[src/inc/serial_access_pkg.sv]
package serial_access_pkg;

    // ************************************************************
    // clock and timing
    // ************************************************************
    localparam int CLK_HZ          = 50_000_000;
    localparam int SETTLE_TIME_US  = 1000;
    localparam int SETTLE_CYCLES   = (SETTLE_TIME_US * (CLK_HZ / 1_000_000) + 0) < 1 ? 1 :
                                     SETTLE_TIME_US * (CLK_HZ / 1_000_000);
    localparam int ONES_RESET_BITS = 40;

    // ************************************************************
    // command byte layout
    // ************************************************************
    localparam int CMD_RW_BIT       = 6;
    localparam int CMD_ADDR_MSB     = 5;
    localparam int CMD_ADDR_LSB     = 3;
    localparam int CMD_CONTINUOUS_READOUT_ENABLE_BIT    = 2;
    localparam logic [7:0] CMD_EXIT_CONT = 8'h58;

    // ************************************************************
    // register select codes
    // ************************************************************
    localparam logic [2:0] ADDR_CMD_STAT = 3'h0;
    localparam logic [2:0] ADDR_MODE     = 3'h1;
    localparam logic [2:0] ADDR_SETUP    = 3'h2;
    localparam logic [2:0] ADDR_RESULT   = 3'h3;
    localparam logic [2:0] ADDR_IDENT    = 3'h4;
    localparam logic [2:0] ADDR_GPO      = 3'h5;
    localparam logic [2:0] ADDR_ZERO    = 3'h6;
    localparam logic [2:0] ADDR_SPAN     = 3'h7;

    localparam logic [5:0] LEN_BYTE   = 6'h08;
    localparam logic [5:0] LEN_WORD   = 6'h18;
    localparam logic [5:0] LEN_STATUS = 6'h20;

    // ************************************************************
    // status and mode fields, reset values
    // ************************************************************
    localparam logic [7:0]  STATUS_RESET = 8'h80;
    localparam logic [23:0] MODE_RESET   = 24'h080060;
    localparam int MODE_OP_MSB      = 23;
    localparam int MODE_OP_LSB      = 21;
    localparam int MODE_APPEND_BIT  = 20;
    localparam int MODE_CLK_MSB     = 19;
    localparam int MODE_CLK_LSB     = 18;
    localparam int MODE_FILTER_BIT  = 15;
    localparam int MODE_PARITY_BIT  = 13;
    localparam int SETUP_REFDET_BIT = 8;
    localparam logic [1:0] CLK_INT_DRIVEN = 2'h3;

    typedef enum logic [2:0] {
        OP_CONTINUOUS = 3'h0,
        OP_SINGLE     = 3'h1,
        OP_IDLE       = 3'h2,
        OP_POWER_DOWN = 3'h3
    } op_mode_t;

endpackage : serial_access_pkg

[src/core/serial_access.sv]
`timescale 1ns/1ps

module serial_access #(
    parameter int         SETTLE_CYCLES = serial_access_pkg::SETTLE_CYCLES,
    parameter logic [7:0] IDENT_VALUE   = 8'h5A  // arbitrary value
) (
    input  wire logic                    clk_sys_i,
    input  wire logic                    rst_i,
    input  wire logic                    sclk_i,
    input  wire logic                    din_i,
    input  wire logic                    sync_n_i,
    input  wire logic                    result_valid_i,
    input  wire logic [23:0]             result_data_i,
    input  wire logic                    result_clamped_i,
    input  wire logic                    ref_low_i,
    input  wire logic [3:0]              channel_i,
    input  wire logic                    pre_update_i,
    output logic                         dout_rdy_o,
    output logic [23:0]                  mode_o,
    output logic [23:0]                  setup_o,
    output logic [7:0]                   gpo_o,
    output logic [23:0]                  zero_scale_o,
    output logic [23:0]                  span_o,
    output logic                         filter_reset_o,
    output logic                         power_down_o,
    output logic                         filter_order_o,
    output logic                         mclk_two_oe_o
);
    import serial_access_pkg::*;

    if (SETTLE_CYCLES < 1 || SETTLE_CYCLES > 131071) begin : g_bad_settle
        $error("SETTLE_CYCLES out of range");
    end

    // ************************************************************
    // state
    // ************************************************************
    typedef enum logic [1:0] {
        SER_CMD  = 2'b00,
        SER_XFER = 2'b01,
        SER_CONT = 2'b11
    } ser_state_t;

    typedef enum logic [1:0] {
        CV_FREE    = 2'b00,
        CV_SETTLE  = 2'b01,
        CV_CONVERT = 2'b11,
        CV_DOWN    = 2'b10
    } conv_state_t;

    typedef struct packed {
        logic        sclk_s1;
        logic        sclk_s2;
        logic        sclk_d;
        logic        din_s1;
        logic        din_s2;
        logic        sync_s1;
        logic        sync_s2;
        ser_state_t  ser;
        logic [2:0]  cmd_cnt;
        logic [5:0]  cmd_bits;
        logic        rd;
        logic [2:0]  addr;
        logic        cont;
        logic [5:0]  len;
        logic [5:0]  cnt;
        logic [31:0] shift;
        logic        out_bit;
        logic [5:0]  ones;
        logic        rdy;
        logic        err;
        logic        reference_missing_flag;
        logic        parity;
        logic [3:0]  chan;
        logic [23:0] result;
        logic [23:0] mode;
        logic [23:0] setup;
        logic [7:0]  gpo;
        logic [23:0] zero;
        logic [23:0] span;
        conv_state_t conv;
        logic [16:0] settle;
        logic        dout;
        logic        flt_rst;
        logic        pwr_dn;
        logic        mclk_oe;
    } state_t;

    localparam state_t ST_RST = '{
        sclk_s1: 1'b1, sclk_s2: 1'b1, sclk_d: 1'b1,
        din_s1: 1'b0, din_s2: 1'b0, sync_s1: 1'b1, sync_s2: 1'b1,
        ser: SER_CMD, cmd_cnt: 3'h0, cmd_bits: 6'h00, rd: 1'b0,
        addr: 3'h0, cont: 1'b0, len: 6'h00, cnt: 6'h00, shift: 32'h0000_0000,
        out_bit: 1'b1, ones: 6'h00,
        rdy: STATUS_RESET[7], err: STATUS_RESET[6], reference_missing_flag: STATUS_RESET[5],
        parity: STATUS_RESET[4], chan: STATUS_RESET[3:0],
        result: 24'h000000, mode: MODE_RESET, setup: 24'h000000,
        gpo: 8'h00, zero: 24'h000000, span: 24'h000000,
        conv: CV_FREE, settle: 17'h00000, dout: 1'b1, flt_rst: 1'b0,
        pwr_dn: 1'b0, mclk_oe: 1'b0
    };

    state_t q;
    state_t n;

    // ************************************************************
    // next state
    // ************************************************************
    always_comb begin
        logic       rise;
        logic       fall;
        logic       din;
        logic [6:0] cmd7;
        logic [7:0] status;
        logic [31:0] word;
        logic [23:0] wval;
        logic [23:0] res;
        logic       wr_done;
        logic       rd_done;
        rise    = 1'b0;
        fall    = 1'b0;
        din     = 1'b0;
        cmd7    = 7'h00;
        status  = 8'h00;
        word    = 32'h0000_0000;
        wval    = 24'h000000;
        res     = 24'h000000;
        wr_done = 1'b0;
        rd_done = 1'b0;
        n = q;

        n.sclk_s1 = sclk_i;
        n.sclk_s2 = q.sclk_s1;
        n.sclk_d  = q.sclk_s2;
        n.din_s1  = din_i;
        n.din_s2  = q.din_s1;
        n.sync_s1 = sync_n_i;
        n.sync_s2 = q.sync_s1;
        rise = q.sclk_s2 & ~q.sclk_d;
        fall = ~q.sclk_s2 & q.sclk_d;
        din  = q.din_s2;
        cmd7 = {q.cmd_bits, din};
        status = {q.rdy, q.err, q.reference_missing_flag, q.parity, q.chan};

        wval = {q.shift[22:0], din};

        // command collector: gate bit, then seven bits
        if (rise && (q.ser == SER_CMD || q.cont)) begin
            if (q.cmd_cnt == 3'h0) begin
                if (!din) begin
                    n.cmd_cnt = 3'h1;
                end
            end else begin
                n.cmd_bits = cmd7[5:0];
                n.cmd_cnt  = q.cmd_cnt + 3'h1;
                if (q.cmd_cnt == 3'h7) begin
                    if (q.cont) begin
                        if ({1'b0, cmd7} == CMD_EXIT_CONT) begin
                            n.cont = 1'b0;
                            if (q.ser == SER_CONT) begin
                                n.ser = SER_CMD;
                            end
                        end
                    end else begin
                        n.rd   = cmd7[CMD_RW_BIT];
                        n.addr = cmd7[CMD_ADDR_MSB:CMD_ADDR_LSB];
                        n.cnt  = 6'h00;
                        unique case (cmd7[CMD_ADDR_MSB:CMD_ADDR_LSB])
                            ADDR_CMD_STAT, ADDR_IDENT, ADDR_GPO: n.len = LEN_BYTE;
                            ADDR_RESULT: n.len = q.mode[MODE_APPEND_BIT] ? LEN_STATUS
                                                                         : LEN_WORD;
                            default: n.len = LEN_WORD;
                        endcase
                        if (cmd7[CMD_RW_BIT]) begin
                            if (cmd7[CMD_ADDR_MSB:CMD_ADDR_LSB] == ADDR_RESULT &&
                                cmd7[CMD_CONTINUOUS_READOUT_ENABLE_BIT]) begin
                                n.cont = 1'b1;
                                n.ser  = SER_CONT;
                            end else begin
                                n.ser = SER_XFER;
                            end
                        end else if (cmd7[CMD_ADDR_MSB:CMD_ADDR_LSB] != ADDR_CMD_STAT) begin
                            n.ser = SER_XFER;
                        end
                    end
                end
            end
        end

        // register read image of the address just decoded, left aligned, msb first
        unique case (n.addr)
            ADDR_CMD_STAT: word = {status, 24'h000000};
            ADDR_MODE:     word = {q.mode, 8'h00};
            ADDR_SETUP:    word = {q.setup, 8'h00};
            ADDR_RESULT:   word = {q.result, status};
            ADDR_IDENT:    word = {IDENT_VALUE, 24'h000000};
            ADDR_GPO:      word = {q.gpo, 24'h000000};
            ADDR_ZERO:     word = {q.zero, 8'h00};
            ADDR_SPAN:     word = {q.span, 8'h00};
        endcase

        // msb goes out at once; the shifter keeps the bits after it
        if (q.ser != SER_XFER && n.ser == SER_XFER && n.rd) begin
            n.shift   = {word[30:0], 1'b0};
            n.out_bit = word[31];
        end

        // continuous mode: each new result goes out on sclk
        if (q.ser == SER_CONT && q.cont && !q.rdy) begin
            n.ser     = SER_XFER;
            n.rd      = 1'b1;
            n.addr    = ADDR_RESULT;
            n.cnt     = 6'h00;
            n.len     = q.mode[MODE_APPEND_BIT] ? LEN_STATUS : LEN_WORD;
            n.shift   = {word[30:0], 1'b0};
            n.out_bit = word[31];
        end

        // data phase
        if (q.ser == SER_XFER) begin
            if (q.rd && fall) begin
                n.out_bit = q.shift[31];
                n.shift   = {q.shift[30:0], 1'b0};
            end
            if (rise) begin
                n.cnt = q.cnt + 6'h01;
                if (!q.rd) begin
                    n.shift = {q.shift[30:0], din};
                end
                if (q.cnt == q.len - 6'h01) begin
                    n.ser   = q.cont ? SER_CONT : SER_CMD;
                    wr_done = ~q.rd;
                    rd_done = q.rd;
                end
            end
        end

        // register writes
        n.flt_rst = 1'b0;
        if (wr_done) begin
            unique case (q.addr)
                ADDR_MODE: begin
                    n.mode    = wval;
                    n.flt_rst = 1'b1;
                    n.rdy     = 1'b1;
                    if (wval[MODE_OP_MSB:MODE_OP_LSB] == OP_CONTINUOUS ||
                        wval[MODE_OP_MSB:MODE_OP_LSB] == OP_SINGLE) begin
                        n.err = 1'b0;
                    end
                    if (wval[MODE_OP_MSB:MODE_OP_LSB] == OP_SINGLE) begin
                        n.conv   = CV_SETTLE;
                        n.settle = 17'(SETTLE_CYCLES - 1);
                    end else begin
                        n.conv = CV_FREE;
                    end
                end
                ADDR_SETUP: n.setup = wval;
                ADDR_GPO:   n.gpo   = wval[7:0];
                ADDR_ZERO:  n.zero  = wval;
                ADDR_SPAN:  n.span  = wval;
                default: ;
            endcase
        end

        // single conversion sequence
        unique case (q.conv)
            CV_FREE: ;
            CV_SETTLE: begin
                if (q.settle == 17'h00000) begin
                    n.conv = CV_CONVERT;
                end else begin
                    n.settle = q.settle - 17'h00001;
                end
            end
            CV_CONVERT: begin
                if (result_valid_i) begin
                    n.conv = CV_DOWN;
                end
            end
            CV_DOWN: ;
        endcase

        // ready set events
        if ((rd_done && q.addr == ADDR_RESULT) || pre_update_i || !q.sync_s2) begin
            n.rdy = 1'b1;
        end
        if (wr_done && q.addr == ADDR_MODE &&
            (wval[MODE_OP_MSB:MODE_OP_LSB] == OP_IDLE ||
             wval[MODE_OP_MSB:MODE_OP_LSB] == OP_POWER_DOWN)) begin
            n.rdy = 1'b1;
        end

        // new result: accepted only while the modulator runs
        if (result_valid_i && q.sync_s2 &&
            (q.conv == CV_CONVERT ||
             (q.conv == CV_FREE && q.mode[MODE_OP_MSB:MODE_OP_LSB] == OP_CONTINUOUS))) begin
            n.reference_missing_flag = q.setup[SETUP_REFDET_BIT] & ref_low_i;
            res     = n.reference_missing_flag ? 24'hFFFFFF : result_data_i;
            n.result = res;
            n.rdy    = 1'b0;
            n.err    = result_clamped_i | n.reference_missing_flag;
            n.parity = q.mode[MODE_PARITY_BIT] & (^res);
            n.chan   = channel_i;
        end

        // pin and control outputs
        n.dout    = (n.ser == SER_XFER && n.rd) ? n.out_bit : n.rdy;
        n.pwr_dn  = (n.mode[MODE_OP_MSB:MODE_OP_LSB] == OP_POWER_DOWN) ||
                    (n.conv == CV_DOWN);
        n.mclk_oe = n.mode[MODE_CLK_MSB:MODE_CLK_LSB] == CLK_INT_DRIVEN;
        if (n.mode[MODE_OP_MSB:MODE_OP_LSB] == OP_IDLE || !q.sync_s2) begin
            n.flt_rst = 1'b1;
        end

        // run of ones on data-in resets the whole part
        if (rise) begin
            n.ones = din ? q.ones + 6'h01 : 6'h00;
            if (din && q.ones == 6'(ONES_RESET_BITS - 1)) begin
                n = ST_RST;
                n.sclk_s1 = sclk_i;
                n.sclk_s2 = q.sclk_s1;
                n.sclk_d  = q.sclk_s2;
                n.din_s1  = din_i;
                n.din_s2  = q.din_s1;
                n.sync_s1 = sync_n_i;
                n.sync_s2 = q.sync_s1;
                n.flt_rst = 1'b1;
            end
        end
    end

    // ************************************************************
    // registers
    // ************************************************************
    always_ff @(posedge clk_sys_i) begin
        if (rst_i) begin
            q <= ST_RST;
        end else begin
            q <= n;
        end
    end

    assign dout_rdy_o     = q.dout;
    assign mode_o         = q.mode;
    assign setup_o        = q.setup;
    assign gpo_o          = q.gpo;
    assign zero_scale_o   = q.zero;
    assign span_o         = q.span;
    assign filter_reset_o = q.flt_rst;
    assign power_down_o   = q.pwr_dn;
    assign filter_order_o = q.mode[MODE_FILTER_BIT];
    assign mclk_two_oe_o  = q.mclk_oe;

endmodule : serial_access

[config.mk]
export PLATFORM = sky130hd
export DESIGN_NAME = serial_access
export DESIGN_NICKNAME = d
export VERILOG_FILES = /design/src/inc/serial_access_pkg.sv /design/src/core/serial_access.sv
export SDC_FILE = /design/constraint.sdc
export NUM_CORES = 1
export LEC_CHECK = 0
export ABC_AREA = 1
export BUFFER_PORTS_ARGS = -buffer_cell sky130_fd_sc_hd__buf_4
export CORE_ASPECT_RATIO = 1.75
export CORE_MARGIN = 5
export CORE_UTILIZATION = 63
export CTS_CLUSTER_SIZE = 16
export DETAILED_ROUTE_END_ITERATION = 8
export PLACE_DENSITY = 0.85
export SETUP_SLACK_MARGIN = 0.5
export SYNTH_ARGS = -nofsm -noshare
export SYNTH_HDL_FRONTEND = slang
export SYNTH_SLANG_ARGS = --single-unit
[constraint.sdc]
create_clock -name clk_sys_i -period 4.7 [get_ports clk_sys_i]
set_input_delay 0.94 -clock clk_sys_i [delete_from_list [all_inputs] [get_ports clk_sys_i]]
set_output_delay 0.94 -clock clk_sys_i [all_outputs]
set_load 0.05 [all_outputs]
# --- Word-level counts from Yosys, hierarchy flattened ---
# Index checks and enable logic that the tools add are counted.
op_classes:
  n_addsub: 5
  eq_ne: 34
  muxes: 68
  n_bitwise: 8
  reduce_logical: 36
ops:
  columns: ["operator", "count"]
  rows:
  - ["$mux 226", 2]
  - ["$pmux 32 s8", 1]
  - ["$mux 123", 1]
  - ["$mux 24", 5]
  - ["$mux 17", 4]
  - ["$mux 33", 2]
  - ["$mux 32", 2]
  - ["$mux 45", 1]
  - ["$mux 39", 1]
  - ["$mux 38", 1]
  - ["$mux 2", 17]
  - ["$eq 3x3->1 const B", 10]
  - ["$mux 28", 1]
  - ["$eq 3x2->1 const B", 9]
  - ["$reduce_xor 24->1", 1]
  - ["$mux 23", 1]
  - ["$mux 19", 1]
  - ["$mux 1", 18]
  - ["$logic_not 17->1", 1]
  - ["$sub 17x1->17 const B", 1]
  - ["$logic_and 1x1->1", 15]
  - ["$logic_not 3->1", 5]
  - ["$add 6x1->6 const B", 2]
  - ["$mux 12", 1]
  - ["23 further kinds", 48]
totals:
  ff_bits: 233
  inputBits: 37
  word_cells: 186

# --- Logic depth before layout (Yosys ltp) ---
logic_depth:
  ltp_word: 20
  depth_mapped: 18
  ltp_nobuf: 17

# --- Worst setup path before layout ---
# OpenSTA, ideal clock, no wires.
synth_path:
  path_type: "input -> register"
  from: "input port ref_low_i"
  to: "register q[155] (netlist bit)"
  setup_ps: 120
  t_arrival_ps: 2173
  required_ps: 4580
  path_slack_ps: 2407
  stages: 10
  path_buffers: 0
  cell_sequence: "nand2_2 inv_1 or2_2 o21ai_0 xor2_1 nand2_1 nand2_1 nand3_1 nand3_1 a21oi_1"
synth_via:
  elab_chain_cells: 7
synth_lines:
  columns: ["item", "line_no", "rtl"]
  rows:
  - ["start: declaration", "serial_access.sv:15", "input wire logic ref_low_i,"]
  - ["$and 1x1->1 (*)", "serial_access.sv:297", "n.reference_missing_flag = q.setup[SETUP_REFDET_BIT] & ref_low_i;"]
  - ["$mux 24 (*)", "serial_access.sv:298", "res = n.reference_missing_flag ? 24'hFFFFFF : result_data_i;"]
  - ["$reduce_xor 24->1 (*)", "serial_access.sv:302", "n.parity = q.mode[MODE_PARITY_BIT] & (^res);"]
  - ["$and 1x1->1 (*)", "serial_access.sv:302", null]
  - ["$mux 32 (*)", "serial_access.sv:294", "if (result_valid_i && q.sync_s2 &&"]
  - ["$mux 226", "serial_access.sv:318", "if (din && q.ones == 6'(ONES_RESET_BITS - 1)) begin"]
  - ["$mux 226 (*)", "serial_access.sv:316", "if (rise) begin"]
  - ["end signal: assignment", "serial_access.sv:339", "q <= n;"]
  - ["end: declaration", "serial_access.sv:103", "state_t q;"]
# Every way passes the cells marked *; elsewhere a longest branch is shown, timed or not.
# A chain may end at the register's enable or synchronous reset.

# --- Worst setup path in the final report ---
layout_path:
  from: "register q[204] (netlist bit)"
  to: "register q (netlist bit span_o[22])"
layout_via:
  elab_chain_cells: 8
layout_lines:
  columns: ["item", "line_no", "rtl"]
  rows:
  - ["$sub 6x1->6 (*)", "serial_access.sv:230", "if (q.cnt == q.len - 6'h01) begin"]
  - ["$eq 6x6->1 (*)", "serial_access.sv:230", null]
  - ["$mux 1 (*)", "serial_access.sv:230", null]
  - ["$mux 1 (*)", "serial_access.sv:225", "if (rise) begin"]
  - ["$mux 1 (*)", "serial_access.sv:220", "if (q.ser == SER_XFER) begin"]
  - ["$mux 123 (*)", "serial_access.sv:240", "if (wr_done) begin"]
  - ["$mux 226", "serial_access.sv:318", null]
  - ["$mux 226 (*)", "serial_access.sv:316", null]
# Marks and branches as above.

==> impl_metrics.toml <==
[run_status]
status = "completed"

[placed_design]
port_buffers = 145
gp_congestion = 1.047
dpl.hpwl_um = 26260
dpl_worst_slack_ps = 1588

[die]
die_h_um = 193.7
die_x_um = 115.0
start_util = 0.6358
rows = 67
core-area_um2 = 19110
ios = 146
die_area_um2 = 22280

[timing]
post-route-period-util = 0.6457
fin_crit_ps = 3035
maxSlewHeadroom = 0.1956
hold_violations = 0
fin_setup_tns_ps = 0
setup_viol = 0
rsz0062_at_grt = "false"
max_freq_mhz = 329.5
setup_ws_ps = 1665
skew_ps = 11.66
slew_viol_final = 0
tightest_slew_ps = 1204

[critical_path]
r2r_slack_ps = 1670
crit_path_end_kind = "register"
r2r_cells = 15
cp.required_ps = 5120
crit_type = "reg -> reg"
cp_slowest_cell = "nor2_4"
cp_slowest_stage_delay_ps = 920
cp-start-kind = "register"
regToRegEndpoint = "span_o[22]"
crit_chain = "inv_2 -> ha_1 -> nand2_1 -> inv_1 -> nor2_1 -> nand2_1 -> nor2_1 -> nand2_1 -> nor2_2 -> nand3_1 -> nor2_2 -> nand2_2 -> nor2_4 -> nor2_1 -> a211oi_1"
path_max_fanout = 48
crit_arrival_ps = 3450
worstReg2RegStart = "q[204]"

[drt]
drt_iter0_drc = 1124
drc = 0
dr.pass1.iters = 6
viasPerCell = 5.823
ant_nets = 0
routed_wl_um = 35690
vias = 11203
post_drt_wl_per_cell_um = 18.55

[worst_hold_path]
hold_path_startpoint = "q[229]"
hp-class = "reg -> reg"
whs_endpoint = "q[228]"
whs_path_depth = 2

[global_route]
grt_pass1_wl_um = 55590
grt_max_degree = 88
grt_pass1_vias = 10656
antenna_found_initial = 0
grtUsageTotal = 0.3119
gr-total-overflow = 0

[synth]
yosysTopAreaCell = "dfxtp_1"
synth_top_area_share = 0.3839
synthCells = 1680
synth_seq_area_share = 0.3839
yosys-top-cells-area = "dfxtp_1 38%, nand2_1 8.2%, buf_4 7.5%, nor2_1 7.0%, inv_1 5.5%"
synth_cell_type_count = 48
syn_avg_cell_area_um2 = 7.233
ys_warn_count = 0
netlist_area_um2 = 12150
syn_nets = 1724
ys_ff_latch = 233

[final_layout]
fin_util = 0.6841
fill_cells = 1636
layout_commonest_cell = "nand2_1"
fin_nets = 1713
final_cell_mix = "264 x nand2_1, 233 x dfxtp_1, 227 x nor2_1"
diodes = 0
drive_above_1_share = 0.1610
area_growth_pct = 7.609

[clocking]
postCtsSetupBuffers = 0
path_clk_slew_ps = 70
cts_sinks = 233
cts_resized = 0
cts_tree = "yes"
cts_hold_buf = 0
cts_buffer_depth = 3
cts_buffers = 21
root_buffer = "clkbuf_16"
cts.htree.levels = 1
clkLatencyLatePin_ps = 510

[power_and_ir_drop]
power.density_nw_per_um2 = 302.8
p_leak_nw = 5.357
vdd_drop_max_mv = 0.4015

[flow_run]
max-cap-violations = 0
[critical path, delay by kind of cell, from the launching register on]
kind	cells	cell delay, ps
AO/OA/AOI/OAI	1	200
adder cells (fa/ha/maj)	1	300
buffers and inverters	2	100
flip-flops	1	340
AND/OR/NAND/NOR	11	1940
[stage by stage]
| step | area, um^2 | power [mW] | instances | hold slack, ps |
|---|---|---|---|---|
| 6_report | 13080 | 3.959 | 1924 | 406.1 |
| 5_1_grt | 13080 | 4.072 | 1924 | 438.3 |
| 4_1_cts | 13080 | 3.958 | 1924 | 407.6 |
| 3_5_place_dp | 12390 | 2.242 | 1887 | 395.3 |
| 3_3_place_gp | 12390 | 2.237 | 1887 | 396.2 |
| 2_1_floorplan | 12150 | 2.177 | 1680 | 388.3 |
[routing by layer]
metal  track usage  share of wire  vias to the layer above
met5             0              0                        -
met1        0.3364           0.33                     5114
li1              -              -                     5367
met4        0.2594           0.10                        0
met2        0.5226           0.49                      542
met3       0.04716          0.074                      180
[logic make-up after synthesis]
| logic type | after synthesis | share of synthesized area |
|---|---|---|
| flip-flops | 233 | 0.3839 |
| AND/OR/NAND/NOR | 672 | 0.2488 |
| XOR/XNOR | 24 | 0.01730 |
| adder cells (fa/ha/maj) | 7 | 0.007207 |
| AO/OA/AOI/OAI | 365 | 0.1822 |
| buffers and inverters | 379 | 0.1606 |
[worst max path at each step]
stage	startpoint	endpoint	slack, ps	cells past startpoint
floorplan	ref_low_i	q[155]	2410	10
global placement	ref_low_i	q[155]	1680	11
detailed placement	result_valid_i	q[139]	1590	7
CTS	q[204]	span_o[22]	1720	15
global route	q[204]	span_o[23]	1360	15
finish	q[204]	span_o[22]	1670	15
[area by class of cell]
cell class	count	area, um^2	share of cell area
clock buffer	29	585.6	0.04478
timing repair buffer	150	1126	0.08612
multi-input combinational	1068	5559	0.4251
tap	241	301.5	0.02306
clock inverter	8	100.1	0.007655
inverter	195	739.5	0.05655
sequential	233	4664	0.3567
[where the power goes]
part           internal [mW]  total (mW)  leakage, nW  switching, mW
registers               2.00        2.02         1.89         0.0239
clock network          0.988        1.76        0.335          0.771
logic                 0.0651       0.179         3.14          0.114
total                   3.05        3.96         5.36          0.909
[synthesized netlist by cell type (all sizes together)]
cell,count
nand2,283
nor2,245
dfxtp,233
inv,195
buf,152
o21ai,124
a21oi,119
a211oi,89
nand3,61
nand4,37
clkbuf,32
nor3,28
xor2,15
a31oi,13
o211ai,11
or2,9
xnor2,9
ha,7
o31ai,5
nand3b,3
nor3b,3
and2,2
a21boi,1
a22oi,1
nor4,1
o21a,1
o21bai,1
[flip-flops by register name, summed over array words and instances, names as in the netlist, 8 cells and up]
register and count:
gpo_o 8, mode_o 24, q 125, setup_o 24, span_o 24, zero_scale_o 24
Note: power is estimated with default switching activity, not from simulation.
